**config.mk**
```make
export PLATFORM = sky130hd
export DESIGN_NAME = motion_status_regs
export DESIGN_NICKNAME = d
export VERILOG_FILES = /design/src/rtl/motion_status_pkg.sv /design/src/rtl/motion_status_regs.sv /design/src/rtl/pin_sync.sv /design/src/rtl/sticky_flags.sv
export SDC_FILE = /design/constraint.sdc
export NUM_CORES = 1
export LEC_CHECK = 0
export ABC_AREA = 1
export BUFFER_PORTS_ARGS = -buffer_cell sky130_fd_sc_hd__buf_2
export CAP_MARGIN = 20
export CORE_MARGIN = 1.5
export CORE_UTILIZATION = 40
export CTS_BUF_LIST = sky130_fd_sc_hd__clkbuf_8 sky130_fd_sc_hd__clkbuf_16
export DETAILED_ROUTE_END_ITERATION = 8
export GPL_ROUTABILITY_DRIVEN = 0
export PLACE_DENSITY_LB_ADDON = 0.12
export SLEW_MARGIN = 30
export SYNTH_ARGS = -nofsm -noshare
export SYNTH_HDL_FRONTEND = slang
export SYNTH_HIERARCHICAL = 1
export SYNTH_SLANG_ARGS = --single-unit
export TNS_END_PERCENT = 10
```
**constraint.sdc**
```tcl
create_clock -name clk -period 2.3 [get_ports clk]
set_input_delay 0.115 -clock clk [delete_from_list [all_inputs] [get_ports clk]]
set_output_delay 0.115 -clock clk [all_outputs]
set_load 0.05 [all_outputs]
```
**src/rtl/motion_status_pkg.sv**
```systemverilog
// constants, types and command codes of the axis status and flag registers
// assumes one device clock; the serial link decoder hands over command words
package motion_status_pkg;

  // ****************************************
  // command codes
  // ****************************************
  localparam logic [15:0] CODE_LATCH = 16'h0029;
  localparam logic [15:0] CODE_RD_CMD_LATCH = 16'h00ed;
  localparam logic [15:0] CODE_RD_MECH_LATCH = 16'h00ee;
  localparam logic [15:0] CODE_RD_DEV_LATCH = 16'h00ef;
  localparam logic [15:0] CODE_RD_POS_COUNT = 16'h00f4;
  localparam logic [15:0] CODE_RD_SPEED = 16'h00f5;
  localparam logic [15:0] CODE_RD_STATUS = 16'h00f1;
  localparam logic [15:0] CODE_RD_ERROR = 16'h00f2;
  localparam logic [15:0] CODE_RD_EVENT = 16'h00f3;
  localparam logic [15:0] CODE_WR_ERROR = 16'h00bd;
  localparam logic [15:0] CODE_WR_EVENT = 16'h00be;

  // ****************************************
  // widths
  // ****************************************
  localparam int PIN_W = 21;
  localparam int CNT_W = 28;
  localparam int ERR_W = 23;
  localparam int EVT_W = 17;

  // ****************************************
  // flag bit positions and sources
  // ****************************************
  localparam int ERR_OVERRIDE = 12;
  localparam int ERR_ENC_DOUBLE = 13;
  localparam int ERR_MAN_DOUBLE = 14;
  localparam int ERR_INTERP = 15;
  localparam int ERR_NEXT_START = 22;
  localparam int EVT_CLR = 8;
  localparam int EVT_LTC = 9;
  localparam int EVT_ORG = 10;
  localparam int EVT_SD = 11;
  localparam int EVT_STA = 12;
  localparam int EVT_PREREG = 15;
  localparam int EVT_BUF_EMPTY = 16;
  // error bits driven by the motion core: 0..10 and 16..21
  localparam logic [ERR_W-1:0] ERR_CORE_MASK = 23'h3f07ff;
  // event bits driven by the motion core: 0..7, 13, 14
  localparam logic [EVT_W-1:0] EVT_CORE_MASK = 17'h060ff;

  localparam logic [3:0] PHASE_STOPPED = 4'h0;
  localparam logic [1:0] OCC_EMPTY = 2'h0;

  typedef enum logic [1:0] {
    INTERP_NONE = 2'h0,
    INTERP_LINEAR = 2'h1,
    INTERP_CIRCULAR = 2'h2
  } interp_t;

  // ****************************************
  // carriers
  // ****************************************
  typedef struct packed {
    logic valid;
    logic write;
    logic [15:0] code;
    logic [31:0] wdata;
  } cmd_t;

  typedef struct packed {
    logic alarm_input;
    logic pos_end_limit_input;
    logic neg_end_limit_input;
    logic origin_input;
    logic slowdown_input;
    logic start_input;
    logic stop_input;
    logic emergency_input;
    logic position_change_input;
    logic index_input;
    logic counter_clear_input;
    logic latch_input;
    logic in_position_input;
    logic [3:0] general_phase_input;
    logic encoder_phase_a;
    logic encoder_phase_b;
    logic manual_pulse_phase_a;
    logic manual_pulse_phase_b;
  } pins_t;

  typedef struct packed {
    logic [CNT_W-1:0] cmd_pos;
    logic [CNT_W-1:0] mech_pos;
    logic [15:0] deviation;
    logic [16:0] speed;
    logic [3:0] ez_count;
    logic [2:0] idle_count;
    logic [3:0] operation_phase_code;
    logic direction_status;
    logic slowdown_latched_status;
    logic error_clear_output;
    logic [2:0] cmp_match;
    logic pulse_output_status;
    logic [1:0] cmp3_buffer_occupancy;
    logic [1:0] operation_buffer_occupancy;
    logic preregister_full_flag;
    logic latch_source_select;
    logic flag_clear_mode;
    logic [EVT_W-1:0] event_cause_enable;
    logic [ERR_W-1:0] error_causes;
    logic [EVT_W-1:0] event_causes;
    logic pos_mode;
    logic pos_load;
    logic pulse_out;
    logic position_override_write;
    logic next_start_write;
    logic start_write;
    interp_t interp;
    logic [CNT_W-1:0] feed_amount_register;
    logic [CNT_W-1:0] second_axis_feed_amount;
    logic [CNT_W-1:0] circular_centre;
    logic [CNT_W-1:0] second_axis_circular_centre;
  } core_t;

endpackage

```
**src/rtl/motion_status_regs.sv**
```systemverilog
// read-side latch, status, flag and counter registers of one motor axis
// assumes command words arrive decoded from the serial link on clk,
// core signals share clk, pins are asynchronous and pass pin_sync
//
// Functional notes
// RULE1: latch trigger copies command position counter, sign-extended, into first latch.
// RULE2: same triggers copy mechanical position counter into second latch.
// RULE3: third latch takes deviation counter, or current speed when source select is one.
// RULE4: deviation latch sign-extends bit 15; speed latch zeroes bits 31 to 17.
// RULE5: status bits 3..0 report the operating phase code.
// RULE6: status bits 5..19 mirror live input and output states.
// RULE7: slowdown shown latched in bit 9 and raw in bit 10.
// RULE8: comparator matches bits 20..22, pulse output 23, phase inputs 24..27.
// RULE9: comparator 3 buffer occupancy reported in bits 29..28.
// RULE10: operation buffer occupancy reported in bits 31..30.
// RULE11: error bits 0..8 set on stops by comparators, limits and stop inputs.
// RULE12: error bits 9, 10, 12 for overflow, watchdog, override while stopped.
// RULE13: error bits 13, 14, 18 for double edges and sync loss; no stop.
// RULE14: error bits 16, 17, 19..21 for axis, range and link monitor stops.
// RULE15: bad interpolation start sets error bit 15 and stops all axes.
// RULE16: next-start write while stopped sets error bit 22.
// RULE17: clear mode zero: reading clears all flags; written ones also clear.
// RULE18: clear mode one: only written ones clear flags.
// RULE19: controller should keep clear mode at one against retry loss.
// RULE20: event bits 0..16 set only where the cause enable bit is set.
// RULE21: event 15 on prereg becoming free, 16 on buffer emptying.
// RULE22: positioning counter loads feed magnitude, counts down per pulse to zero.
// RULE23: clear mode bit chooses whether flag reads clear automatically.
// RULE24: writes to read-only codes ignored; undefined bits read zero.
module motion_status_regs
  import motion_status_pkg::*;
(
  input wire logic clk,
  input wire logic rst,
  input wire logic ce,
  input wire cmd_t cmd,
  input wire pins_t pins,
  input wire core_t core,
  output logic [31:0] rd_data,
  output logic rd_valid,
  output logic stop_all_axes
);

  // ****************************************
  // state
  // ****************************************
  typedef struct packed {
    logic [31:0] cmd_latch;
    logic [31:0] mech_latch;
    logic [31:0] dev_latch;
    logic [CNT_W-1:0] pos_count;
    logic [31:0] rd_data;
    logic rd_valid;
    logic stop_all;
    pins_t prev_pins;
    logic prev_prereg_full;
    logic [1:0] prev_op_occ;
  } regs_state_t;

  regs_state_t s;
  regs_state_t next_s;
  pins_t p;
  logic [PIN_W-1:0] pins_synced;
  logic [ERR_W-1:0] error_flags;
  logic [EVT_W-1:0] event_flags;
  logic [ERR_W-1:0] err_set;
  logic [EVT_W-1:0] evt_raw;
  logic [EVT_W-1:0] evt_set;
  logic [31:0] status_word;
  logic [31:0] speed_word;
  logic latch_trig;
  logic stopped;
  logic interp_bad;
  logic rd_cmd;
  logic err_rd;
  logic evt_rd;
  logic auto_clear;

  // ****************************************
  // helpers
  // ****************************************
  function automatic logic [31:0] sext28(input logic [CNT_W-1:0] v);
    return {{(32 - CNT_W){v[CNT_W-1]}}, v};
  endfunction

  function automatic logic [CNT_W-1:0] magnitude(input logic [CNT_W-1:0] v);
    return v[CNT_W-1] ? CNT_W'(-v) : v;
  endfunction

  function automatic logic both_changed(input logic a, input logic pa,
                                        input logic b, input logic pb);
    return (a ^ pa) & (b ^ pb);
  endfunction

  // ****************************************
  // pin synchroniser
  // ****************************************
  pin_sync #(
    .W(PIN_W)
  ) u_pin_sync (
    .clk(clk),
    .rst(rst),
    .ce(ce),
    .d(pins),
    .q(pins_synced)
  );

  assign p = pins_t'(pins_synced);

  // ****************************************
  // decode and status words
  // ****************************************
  // command decode and shared conditions
  always_comb begin
    stopped = core.operation_phase_code == PHASE_STOPPED;
    rd_cmd = ce && cmd.valid && !cmd.write;
    err_rd = rd_cmd && (cmd.code == CODE_RD_ERROR);
    evt_rd = rd_cmd && (cmd.code == CODE_RD_EVENT);
    auto_clear = !core.flag_clear_mode; // see RULE23
    latch_trig = (p.latch_input && !s.prev_pins.latch_input) // see RULE1
               || (p.origin_input && !s.prev_pins.origin_input)
               || (cmd.valid && cmd.code == CODE_LATCH);
  end

  // extended status word layout
  always_comb begin
    status_word = {core.operation_buffer_occupancy, // see RULE10
                   core.cmp3_buffer_occupancy, // see RULE9
                   p.general_phase_input, // see RULE8
                   core.pulse_output_status,
                   core.cmp_match,
                   p.in_position_input, // see RULE6
                   p.latch_input,
                   p.counter_clear_input,
                   p.index_input,
                   core.error_clear_output,
                   p.position_change_input,
                   p.emergency_input,
                   p.stop_input,
                   p.start_input,
                   p.slowdown_input, // see RULE7
                   core.slowdown_latched_status,
                   p.origin_input,
                   p.neg_end_limit_input,
                   p.pos_end_limit_input,
                   p.alarm_input,
                   core.direction_status,
                   core.operation_phase_code}; // see RULE5
    speed_word = {5'h00, core.idle_count, core.ez_count, 3'h0,
                  stopped ? 17'h00000 : core.speed}; // see RULE24
  end

  // ****************************************
  // flag causes
  // ****************************************
  // interpolation start data check
  always_comb begin
    interp_bad = 1'b0;
    if (core.start_write) begin
      case (core.interp)
        INTERP_LINEAR: begin
          interp_bad = (core.feed_amount_register == '0)
                     && (core.second_axis_feed_amount == '0); // see RULE15
        end
        INTERP_CIRCULAR: begin
          interp_bad = ((core.circular_centre == '0)
                     && (core.second_axis_circular_centre == '0))
                     || ((core.feed_amount_register == core.circular_centre)
                     && (core.second_axis_feed_amount
                         == core.second_axis_circular_centre));
        end
        default: begin
          interp_bad = 1'b0;
        end
      endcase
    end
  end

  // error set vector: core stop causes plus locally detected ones
  always_comb begin
    err_set = core.error_causes & ERR_CORE_MASK; // see RULE11 see RULE12 see RULE14
    err_set[ERR_OVERRIDE] = core.position_override_write && stopped; // see RULE12
    // double edges are only reported; no stop request follows
    err_set[ERR_ENC_DOUBLE] = both_changed(p.encoder_phase_a, s.prev_pins.encoder_phase_a,
      p.encoder_phase_b, s.prev_pins.encoder_phase_b); // see RULE13
    err_set[ERR_MAN_DOUBLE] = both_changed(p.manual_pulse_phase_a,
      s.prev_pins.manual_pulse_phase_a, p.manual_pulse_phase_b,
      s.prev_pins.manual_pulse_phase_b); // see RULE13
    err_set[ERR_INTERP] = interp_bad; // see RULE15
    err_set[ERR_NEXT_START] = core.next_start_write && stopped; // see RULE16
  end

  // event set vector, gated by the cause enables
  always_comb begin
    evt_raw = core.event_causes & EVT_CORE_MASK;
    evt_raw[EVT_CLR] = p.counter_clear_input && !s.prev_pins.counter_clear_input;
    evt_raw[EVT_LTC] = p.latch_input && !s.prev_pins.latch_input;
    evt_raw[EVT_ORG] = p.origin_input && !s.prev_pins.origin_input;
    evt_raw[EVT_SD] = p.slowdown_input && !s.prev_pins.slowdown_input;
    evt_raw[EVT_STA] = p.start_input && !s.prev_pins.start_input;
    evt_raw[EVT_PREREG] = s.prev_prereg_full && !core.preregister_full_flag; // see RULE21
    evt_raw[EVT_BUF_EMPTY] = (s.prev_op_occ != OCC_EMPTY)
                           && (core.operation_buffer_occupancy == OCC_EMPTY);
    evt_set = evt_raw & core.event_cause_enable; // see RULE20
  end

  // ****************************************
  // flag registers
  // ****************************************
  sticky_flags #(
    .W(ERR_W)
  ) u_error_flags (
    .clk(clk),
    .rst(rst),
    .ce(ce),
    .set(err_set),
    .read_clear(err_rd && auto_clear), // see RULE17 see RULE18
    .write_clear(ce && cmd.valid && cmd.write && cmd.code == CODE_WR_ERROR),
    .wdata(cmd.wdata[ERR_W-1:0]),
    .flags(error_flags)
  );

  sticky_flags #(
    .W(EVT_W)
  ) u_event_flags (
    .clk(clk),
    .rst(rst),
    .ce(ce),
    .set(evt_set),
    .read_clear(evt_rd && auto_clear), // see RULE17 see RULE18
    .write_clear(ce && cmd.valid && cmd.write && cmd.code == CODE_WR_EVENT),
    .wdata(cmd.wdata[EVT_W-1:0]),
    .flags(event_flags)
  );

  // ****************************************
  // latches, counter and read port
  // ****************************************
  always_comb begin
    next_s = s;
    next_s.prev_pins = p;
    next_s.prev_prereg_full = core.preregister_full_flag;
    next_s.prev_op_occ = core.operation_buffer_occupancy;
    next_s.stop_all = interp_bad; // see RULE15
    // latch captures
    if (latch_trig) begin
      next_s.cmd_latch = sext28(core.cmd_pos); // see RULE1
      next_s.mech_latch = sext28(core.mech_pos); // see RULE2
      if (core.latch_source_select) begin
        next_s.dev_latch = {15'h0000, stopped ? 17'h00000 : core.speed}; // see RULE3 see RULE4
      end else begin
        next_s.dev_latch = {{16{core.deviation[15]}}, core.deviation}; // see RULE4
      end
    end
    // positioning counter
    if (core.pos_mode && core.pos_load) begin
      next_s.pos_count = magnitude(core.feed_amount_register); // see RULE22
    end else if (core.pulse_out && s.pos_count != '0) begin
      next_s.pos_count = s.pos_count - CNT_W'(1); // see RULE22
    end
    // read answer; writes to read-only codes change nothing
    next_s.rd_valid = cmd.valid && !cmd.write;
    next_s.rd_data = 32'h00000000;
    if (cmd.valid && !cmd.write) begin
      case (cmd.code)
        CODE_RD_CMD_LATCH: next_s.rd_data = s.cmd_latch;
        CODE_RD_MECH_LATCH: next_s.rd_data = s.mech_latch;
        CODE_RD_DEV_LATCH: next_s.rd_data = s.dev_latch;
        CODE_RD_POS_COUNT: next_s.rd_data = {4'h0, s.pos_count};
        CODE_RD_SPEED: next_s.rd_data = speed_word;
        CODE_RD_STATUS: next_s.rd_data = status_word;
        CODE_RD_ERROR: next_s.rd_data = {9'h000, error_flags};
        CODE_RD_EVENT: next_s.rd_data = {15'h0000, event_flags};
        default: next_s.rd_data = 32'h00000000; // see RULE24
      endcase
    end
  end

  always_ff @(posedge clk) begin
    if (rst) begin
      s <= '0;
    end else if (ce) begin
      s <= next_s;
    end
  end

  assign rd_data = s.rd_data;
  assign rd_valid = s.rd_valid;
  assign stop_all_axes = s.stop_all;
endmodule

```
**src/rtl/pin_sync.sv**
```systemverilog
// three-stage synchroniser for a group of pin inputs
// assumes pins are asynchronous; a change is taken once stages two and three agree
module pin_sync
  import motion_status_pkg::*;
#(
  parameter int W = PIN_W
) (
  input wire logic clk,
  input wire logic rst,
  input wire logic ce,
  input wire logic [W-1:0] d,
  output logic [W-1:0] q
);

  typedef struct packed {
    logic [W-1:0] s1;
    logic [W-1:0] s2;
    logic [W-1:0] s3;
    logic [W-1:0] q;
  } sync_state_t;

  sync_state_t s;
  sync_state_t next_s;

  // shift, and accept a bit only where the two later stages agree
  always_comb begin
    next_s = s;
    next_s.s1 = d;
    next_s.s2 = s.s1;
    next_s.s3 = s.s2;
    next_s.q = (s.s3 & ~(s.s2 ^ s.s3)) | (s.q & (s.s2 ^ s.s3));
  end

  always_ff @(posedge clk) begin
    if (rst) begin
      s <= '0;
    end else if (ce) begin
      s <= next_s;
    end
  end

  assign q = s.q;

endmodule

```
**src/rtl/sticky_flags.sv**
```systemverilog
// sticky flag register with clear-on-read and write-one-to-clear
// assumes set pulses come from logic on the same clock
module sticky_flags
  import motion_status_pkg::*;
#(
  parameter int W = ERR_W
) (
  input wire logic clk,
  input wire logic rst,
  input wire logic ce,
  input wire logic [W-1:0] set,
  input wire logic read_clear,
  input wire logic write_clear,
  input wire logic [W-1:0] wdata,
  output logic [W-1:0] flags
);

  typedef struct packed {
    logic [W-1:0] q;
  } flag_state_t;

  flag_state_t s;
  flag_state_t next_s;
  logic [W-1:0] clr;

  // a set in the clearing cycle survives the clear
  always_comb begin
    next_s = s;
    clr = ({W{read_clear}}) | (write_clear ? wdata : '0);
    next_s.q = (s.q & ~clr) | set;
  end

  always_ff @(posedge clk) begin
    if (rst) begin
      s <= '0;
    end else if (ce) begin
      s <= next_s;
    end
  end

  assign flags = s.q;
endmodule

```
=== Yosys cells after proc, flatten, opt, wreduce, memory -nomap -nowiden ===
Index checks and enable logic that the tools add are counted.

* Bitwise gates (word level): 20
* Equality and inequality tests: 15
* Reduce and logical (&&, ||, !) cells: 47
* Add/sub/neg operators: 2
* Multiplexer cells: 11

{| class="wikitable"
|+ Operators with widths
! cell !! count
|-
| $pmux W32 S8 || 1
|-
| $eq A16 B8 Y1 const B || 10
|-
| $logic_not A28 Y1 || 4
|-
| $mux W28 || 3
|-
| $mux W32 || 2
|-
| $eq A28 B28 Y1 || 2
|-
| $or A23 B23 Y23 || 2
|-
| $and A21 B21 Y21 || 2
|-
| $and A17 B17 Y17 || 2
|-
| $mux W17 || 2
|-
| $or A17 B17 Y17 || 2
|-
| $neg A28 Y28 || 1
|-
| $reduce_bool A28 Y1 || 1
|-
| $sub A28 B1 Y28 const B || 1
|-
| $logic_and A1 B1 Y1 || 25
|-
| $and A23 B23 Y23 || 1
|-
| $mux W23 || 1
|-
| $not A23 Y23 || 1
|-
| $not A21 Y21 || 1
|-
| $or A21 B21 Y21 || 1
|-
| $xor A21 B21 Y21 || 1
|-
| $not A17 Y17 || 1
|-
| $eq A16 B6 Y1 const B || 1
|-
| $logic_not A1 Y1 || 8
|-
| other kinds (11) || 19
|}

* Bits of input ports: 365
* Bits in registers: 286
* Logic and storage cells: 119

=== Longest topological paths before layout ===
* Depth after elaboration: 8
* Gate-level depth with buffers: 16
* Mapped depth without buffers: 14

=== By module ===
The synthesis kept the hierarchy.

{| class="wikitable"
|+ By module, submodules not included
! module !! area each (um^2) !! cells an instance !! times used !! seq. area each (um^2)
|-
| motion_status_regs || 10,558.9 || 1,831 || 1 || 2,962.8
|-
| pin_sync || 3,408.3 || 484 || 1 || 1,681.6
|-
| sticky_flags (u_error_flags) || 1,189.9 || 173 || 1 || 460.4
|-
| sticky_flags (u_event_flags) || 869.6 || 129 || 1 || 340.3
|}

=== Worst setup path before layout ===
No wires, ideal clock.

* Kind: input-to-reg
* Start point: input cmd[47] (netlist name)
* End point: register u_error_flags.s, in the netlist u_error_flags/flags[19]
* Arrival: 1.866 ns
* Stages: 16
* Slack: 0.309 ns
* Library setup time: 0.125 ns
* Data required time: 2.175 ns
* Path through: nor2_1 nand2_1 nor2_1 buf_4 buf_4 buf_2 nand3_1 nor3_1 nand2_1 nor3_1 clkinv_1 buf_6 nand2_1 nand2_1 nand2_1 a21oi_2

* Longest elaborated chain between the ends: 7

{| class="wikitable"
|+ RTL lines
! item !! line !! text
|-
| start, declared || motion_status_regs.sv:36 || <nowiki>input wire cmd_t cmd,</nowiki>
|-
| $eq A16 B8 Y1 (on tied branches) || motion_status_regs.sv:218, motion_status_regs.sv:117 ||
|-
| $logic_and A1 B1 Y1 (on tied branches) || motion_status_regs.sv:218, motion_status_regs.sv:117 ||
|-
| $mux W23 / $logic_and A1 B1 Y1 (equally long branches) || sticky_flags.sv:29, motion_status_regs.sv:217 ||
|-
| $or A23 B23 Y23 * || sticky_flags.sv:29 || <nowiki>clr = ({W{read_clear}}) | (write_clear ? wdata : '0);</nowiki>
|-
| $not A23 Y23 * || sticky_flags.sv:30 || <nowiki>next_s.q = (s.q & ~clr) | set;</nowiki>
|-
| $and A23 B23 Y23 * || sticky_flags.sv:30 ||
|-
| $or A23 B23 Y23 * || sticky_flags.sv:30 ||
|-
| end signal, assigned || sticky_flags.sv:37 || <nowiki>s <= next_s;</nowiki>
|-
| end, declared || sticky_flags.sv:22 || <nowiki>flag_state_t s;</nowiki>
|}

Every way passes the cells marked *; elsewhere a longest branch is shown, timed or not.
A chain may end at the register's enable or synchronous reset.

==> results.cfg <==
[outcome]
status = finished, final reports clean

[min_path]
holdPathStages = 5
worst_hold_startpoint = core[218]
hold_path_class = input pin to register
holdPathEnd = s[102]

[detailed_routing]
first_pass_iters = 6
drc = 0
wl_um = 59600
antenna_left = 0
wl_per_cell_um = 16.1
vias_per_cell = 5.00
routed-via-count = 18500
drt_iter0_markers = 1546

[sta]
hold_viol = 0
finalSetupViolCount = 0
finalCritPeriodShare_pct = 94.3
tightest_slew_ns = 0.896
finalMaxSlewViolations = 0
fmax_ghz = 0.461
finClkSkew_ns = 0.0184
slew-limit-headroom_pct = 40.3
period_needed_ns = 2.17
rsz0062_at_grt = false
setup_slack_ns = 0.130

[cts]
clkLatencyLatePin_ns = 0.58
clock_sinks = 272
cts_buffer_depth = 3
htree_levels = 1
tritoncts = built
cts_buffers = 31
clockRootBuffer = clkbuf_16
clk_pin_slew_ns = 0.06

[setup_path]
r2r_end = s[96]
crit_path_start_kind = register
cp.arrival_ns = 2.69
crit_path_end_kind = register
path_max_fanout = 17
rr_worst_depth = 11
regToRegSetupSlack_ns = 0.13
critical_path_class = register to register
required_ns = 2.82

[power_and_ir_drop]
p_comb_share_pct = 16.5
ir_drop_uv = 435
switching_share_pct = 26.7
seq_power_share_pct = 40.8
power_frac_clock_pct = 42.8
power_density_mw_per_mm2 = 564
p_total_mw = 12.2
p_sw_mw = 3.24
p_int_mw = 8.92
p_leak_nw = 10.4

[synthesis]
synth.avg_cell_area_um2 = 6.12
synthesis.area_mm2 = 0.0160
synth.area.mux_share_pct = 0
synth-compound-area-share_pct = 14.7
synth_simple_gate_area_share_pct = 37.0
ys_ff_latch = 272
synth_top_family_by_area = simple AND/OR/NAND/NOR gates
synthDistinctLibCells = 44
synth-adder-area-share_pct = 0.390
synth_seq_area_share_pct = 34.0
synth_nets = 2987
yosysWarningCount = 6
synth_xor_area_share_pct = 1.48
synthCells = 2617

[floorplanning]
start_util_pct = 40.4
rows = 73
die_w_um = 203
die_h_um = 203
io_pins = 399
die_area_mm2 = 0.0413
core_area_mm2 = 0.0396

[cells_and_area]
post-route-util_pct = 54.4
fill_cells = 3968
final_cell_mix = nand2_1 (765), nor2_1 (399), buf_2 (374)
final_nets = 3511
synthToLayoutAreaGrowth_pct = 34.5
drive_gt1_share_pct = 18.4
mostFrequentLayoutCell = nand2_1

[place]
dp_slack_ns = 0.177
dp.final_hpwl_um = 42300
io_buffers = 376

[global_route]
grt_pass1_wl_um = 91300
grt_max_degree = 92
grt_overflow_total = 0
grt_pass1_vias = 17400
antenna_found_initial = 7
grt_usage_pct = 27.7

[flow_run]
cap_violations = 0
-- metrics by stage --
stage	TNS (ns)	hold WS (ns)	instances	area, µm²
floorplan	0	0.184	2617	16000
global placement	-1.25	0.339	3409	18200
detailed placement	0	0.346	3409	18200
CTS	0	0.0113	3686	21500
global route	0	0.0511	3694	21600
finish	0	0.0388	3694	21600
-- timing repair --
| action | 4_1_cts | 5_1_grt |
|---|---|---|
| endpoints found under the setup margin | 0 | 21 |
| hold endpoints to repair | 184 | 0 |
| hold buffers | 221 | 0 |
| gates resized for setup | 0 | 5 |
| buffers inserted | 0 | 1 |
-- Yosys cell counts, drive strengths merged --
| cell | n | area [µm²] |
|---|---|---|
| a21boi | 1 | 7.51 |
| a21o | 1 | 7.51 |
| a21oi | 161 | 918 |
| a31oi | 30 | 188 |
| buf | 117 | 822 |
| clkbuf | 71 | 277 |
| clkinv | 5 | 18.8 |
| conb | 1 | 3.75 |
| dfxtp | 272 | 5450 |
| ha | 5 | 62.6 |
| inv | 230 | 863 |
| nand2 | 770 | 2910 |
| nand3 | 216 | 1080 |
| nand3b | 3 | 22.5 |
| nand4 | 21 | 131 |
| nor2 | 405 | 1540 |
| nor3 | 14 | 86.3 |
| nor3b | 3 | 27.5 |
| nor4 | 16 | 115 |
| o211a | 2 | 20.0 |
| o211ai | 3 | 22.5 |
| o21ai | 235 | 1180 |
| o22ai | 1 | 6.26 |
| o31ai | 1 | 7.51 |
| o32ai | 1 | 8.76 |
| or2 | 5 | 31.3 |
| xnor2 | 17 | 149 |
| xor2 | 10 | 87.6 |
-- critical path, cell delays in order, from the launching register on --
cell and delay, ns:
dfxtp_2 0.35, inv_1 0.06, or2_2 0.28, nand2_1 0.07, inv_1 0.05, o31ai_1 0.08
nand2_2 0.13, clkinv_4 0.11, buf_12 0.15, o21ai_1 0.06, a31oi_1 0.18, dlygate4sd3_1 0.58
-- cell type report --
type / instances / area, µm² / share of cell area, %
flip-flops and latches: 272 / 5450 / 25.3
clock inverters: 14 / 161 / 0.749
clock buffers: 42 / 927 / 4.30
diodes: 5 / 12.5 / 0.0580
repair buffers: 678 / 4830 / 22.4
inverters: 235 / 887 / 4.12
well taps: 525 / 657 / 3.05
multi-input cells: 1923 / 8630 / 40.1
-- sequential cells by signal, summed over array words and instances, names as in the netlist, named ones only --
name,count
s,114
rd_valid,1
stop_all_axes,1
u_error_flags/flags,23
rd_data,32
u_pin_sync/s,21
u_event_flags/flags,17
u_pin_sync/next_s,42
-- kinds of logic (layout without fill, tap and decap cells) --
group / count (synthesis) / count (layout)
DFF: 272 / 272
xor gates and xnor gates: 27 / 27
and+or+nand+nor: 1453 / 1453
AOI/OAI and AO/OA: 436 / 437
other: 1 / 6
adders and majority gates: 5 / 5
buffers and inverters: 423 / 969
-- power groups by stage --
| stage | Clock, mW | Combinational, mW | Sequential, mW |
|---|---|---|---|
| global route | 5.49 | 2.21 | 4.97 |
| detailed placement | 0 | 1.69 | 5.06 |
| finish | 5.20 | 2.00 | 4.96 |
| CTS | 5.29 | 1.96 | 4.96 |
| floorplan | 0 | 0.936 | 5.05 |
| global placement | 0 | 1.67 | 5.05 |
-- how the worst max path moves through the flow --
stage                     startpoint                       to  slack [ns]  cells after the start
after floorplan              cmd[47]  u_error_flags/flags[19]        0.31                     16
after global placement         s[58]                    s[79]       -0.17                      8
after detailed placement       s[58]                    s[61]        0.18                      8
after CTS                   register                    s[98]        0.03                     11
after global routing        core[84]  u_error_flags/flags[15]        0.01                     15
final                       register                    s[96]        0.13                     11
-- routing by layer --
layer,part of all wire (%),vias to the layer above,global-route usage (%)
li1,-,9348,-
met2,45,625,44.7
met4,4.3,4,11.5
met5,0.037,-,0
met1,45,8375,37.1
met3,6.2,128,3.85
(Power assumes the default switching activity.)
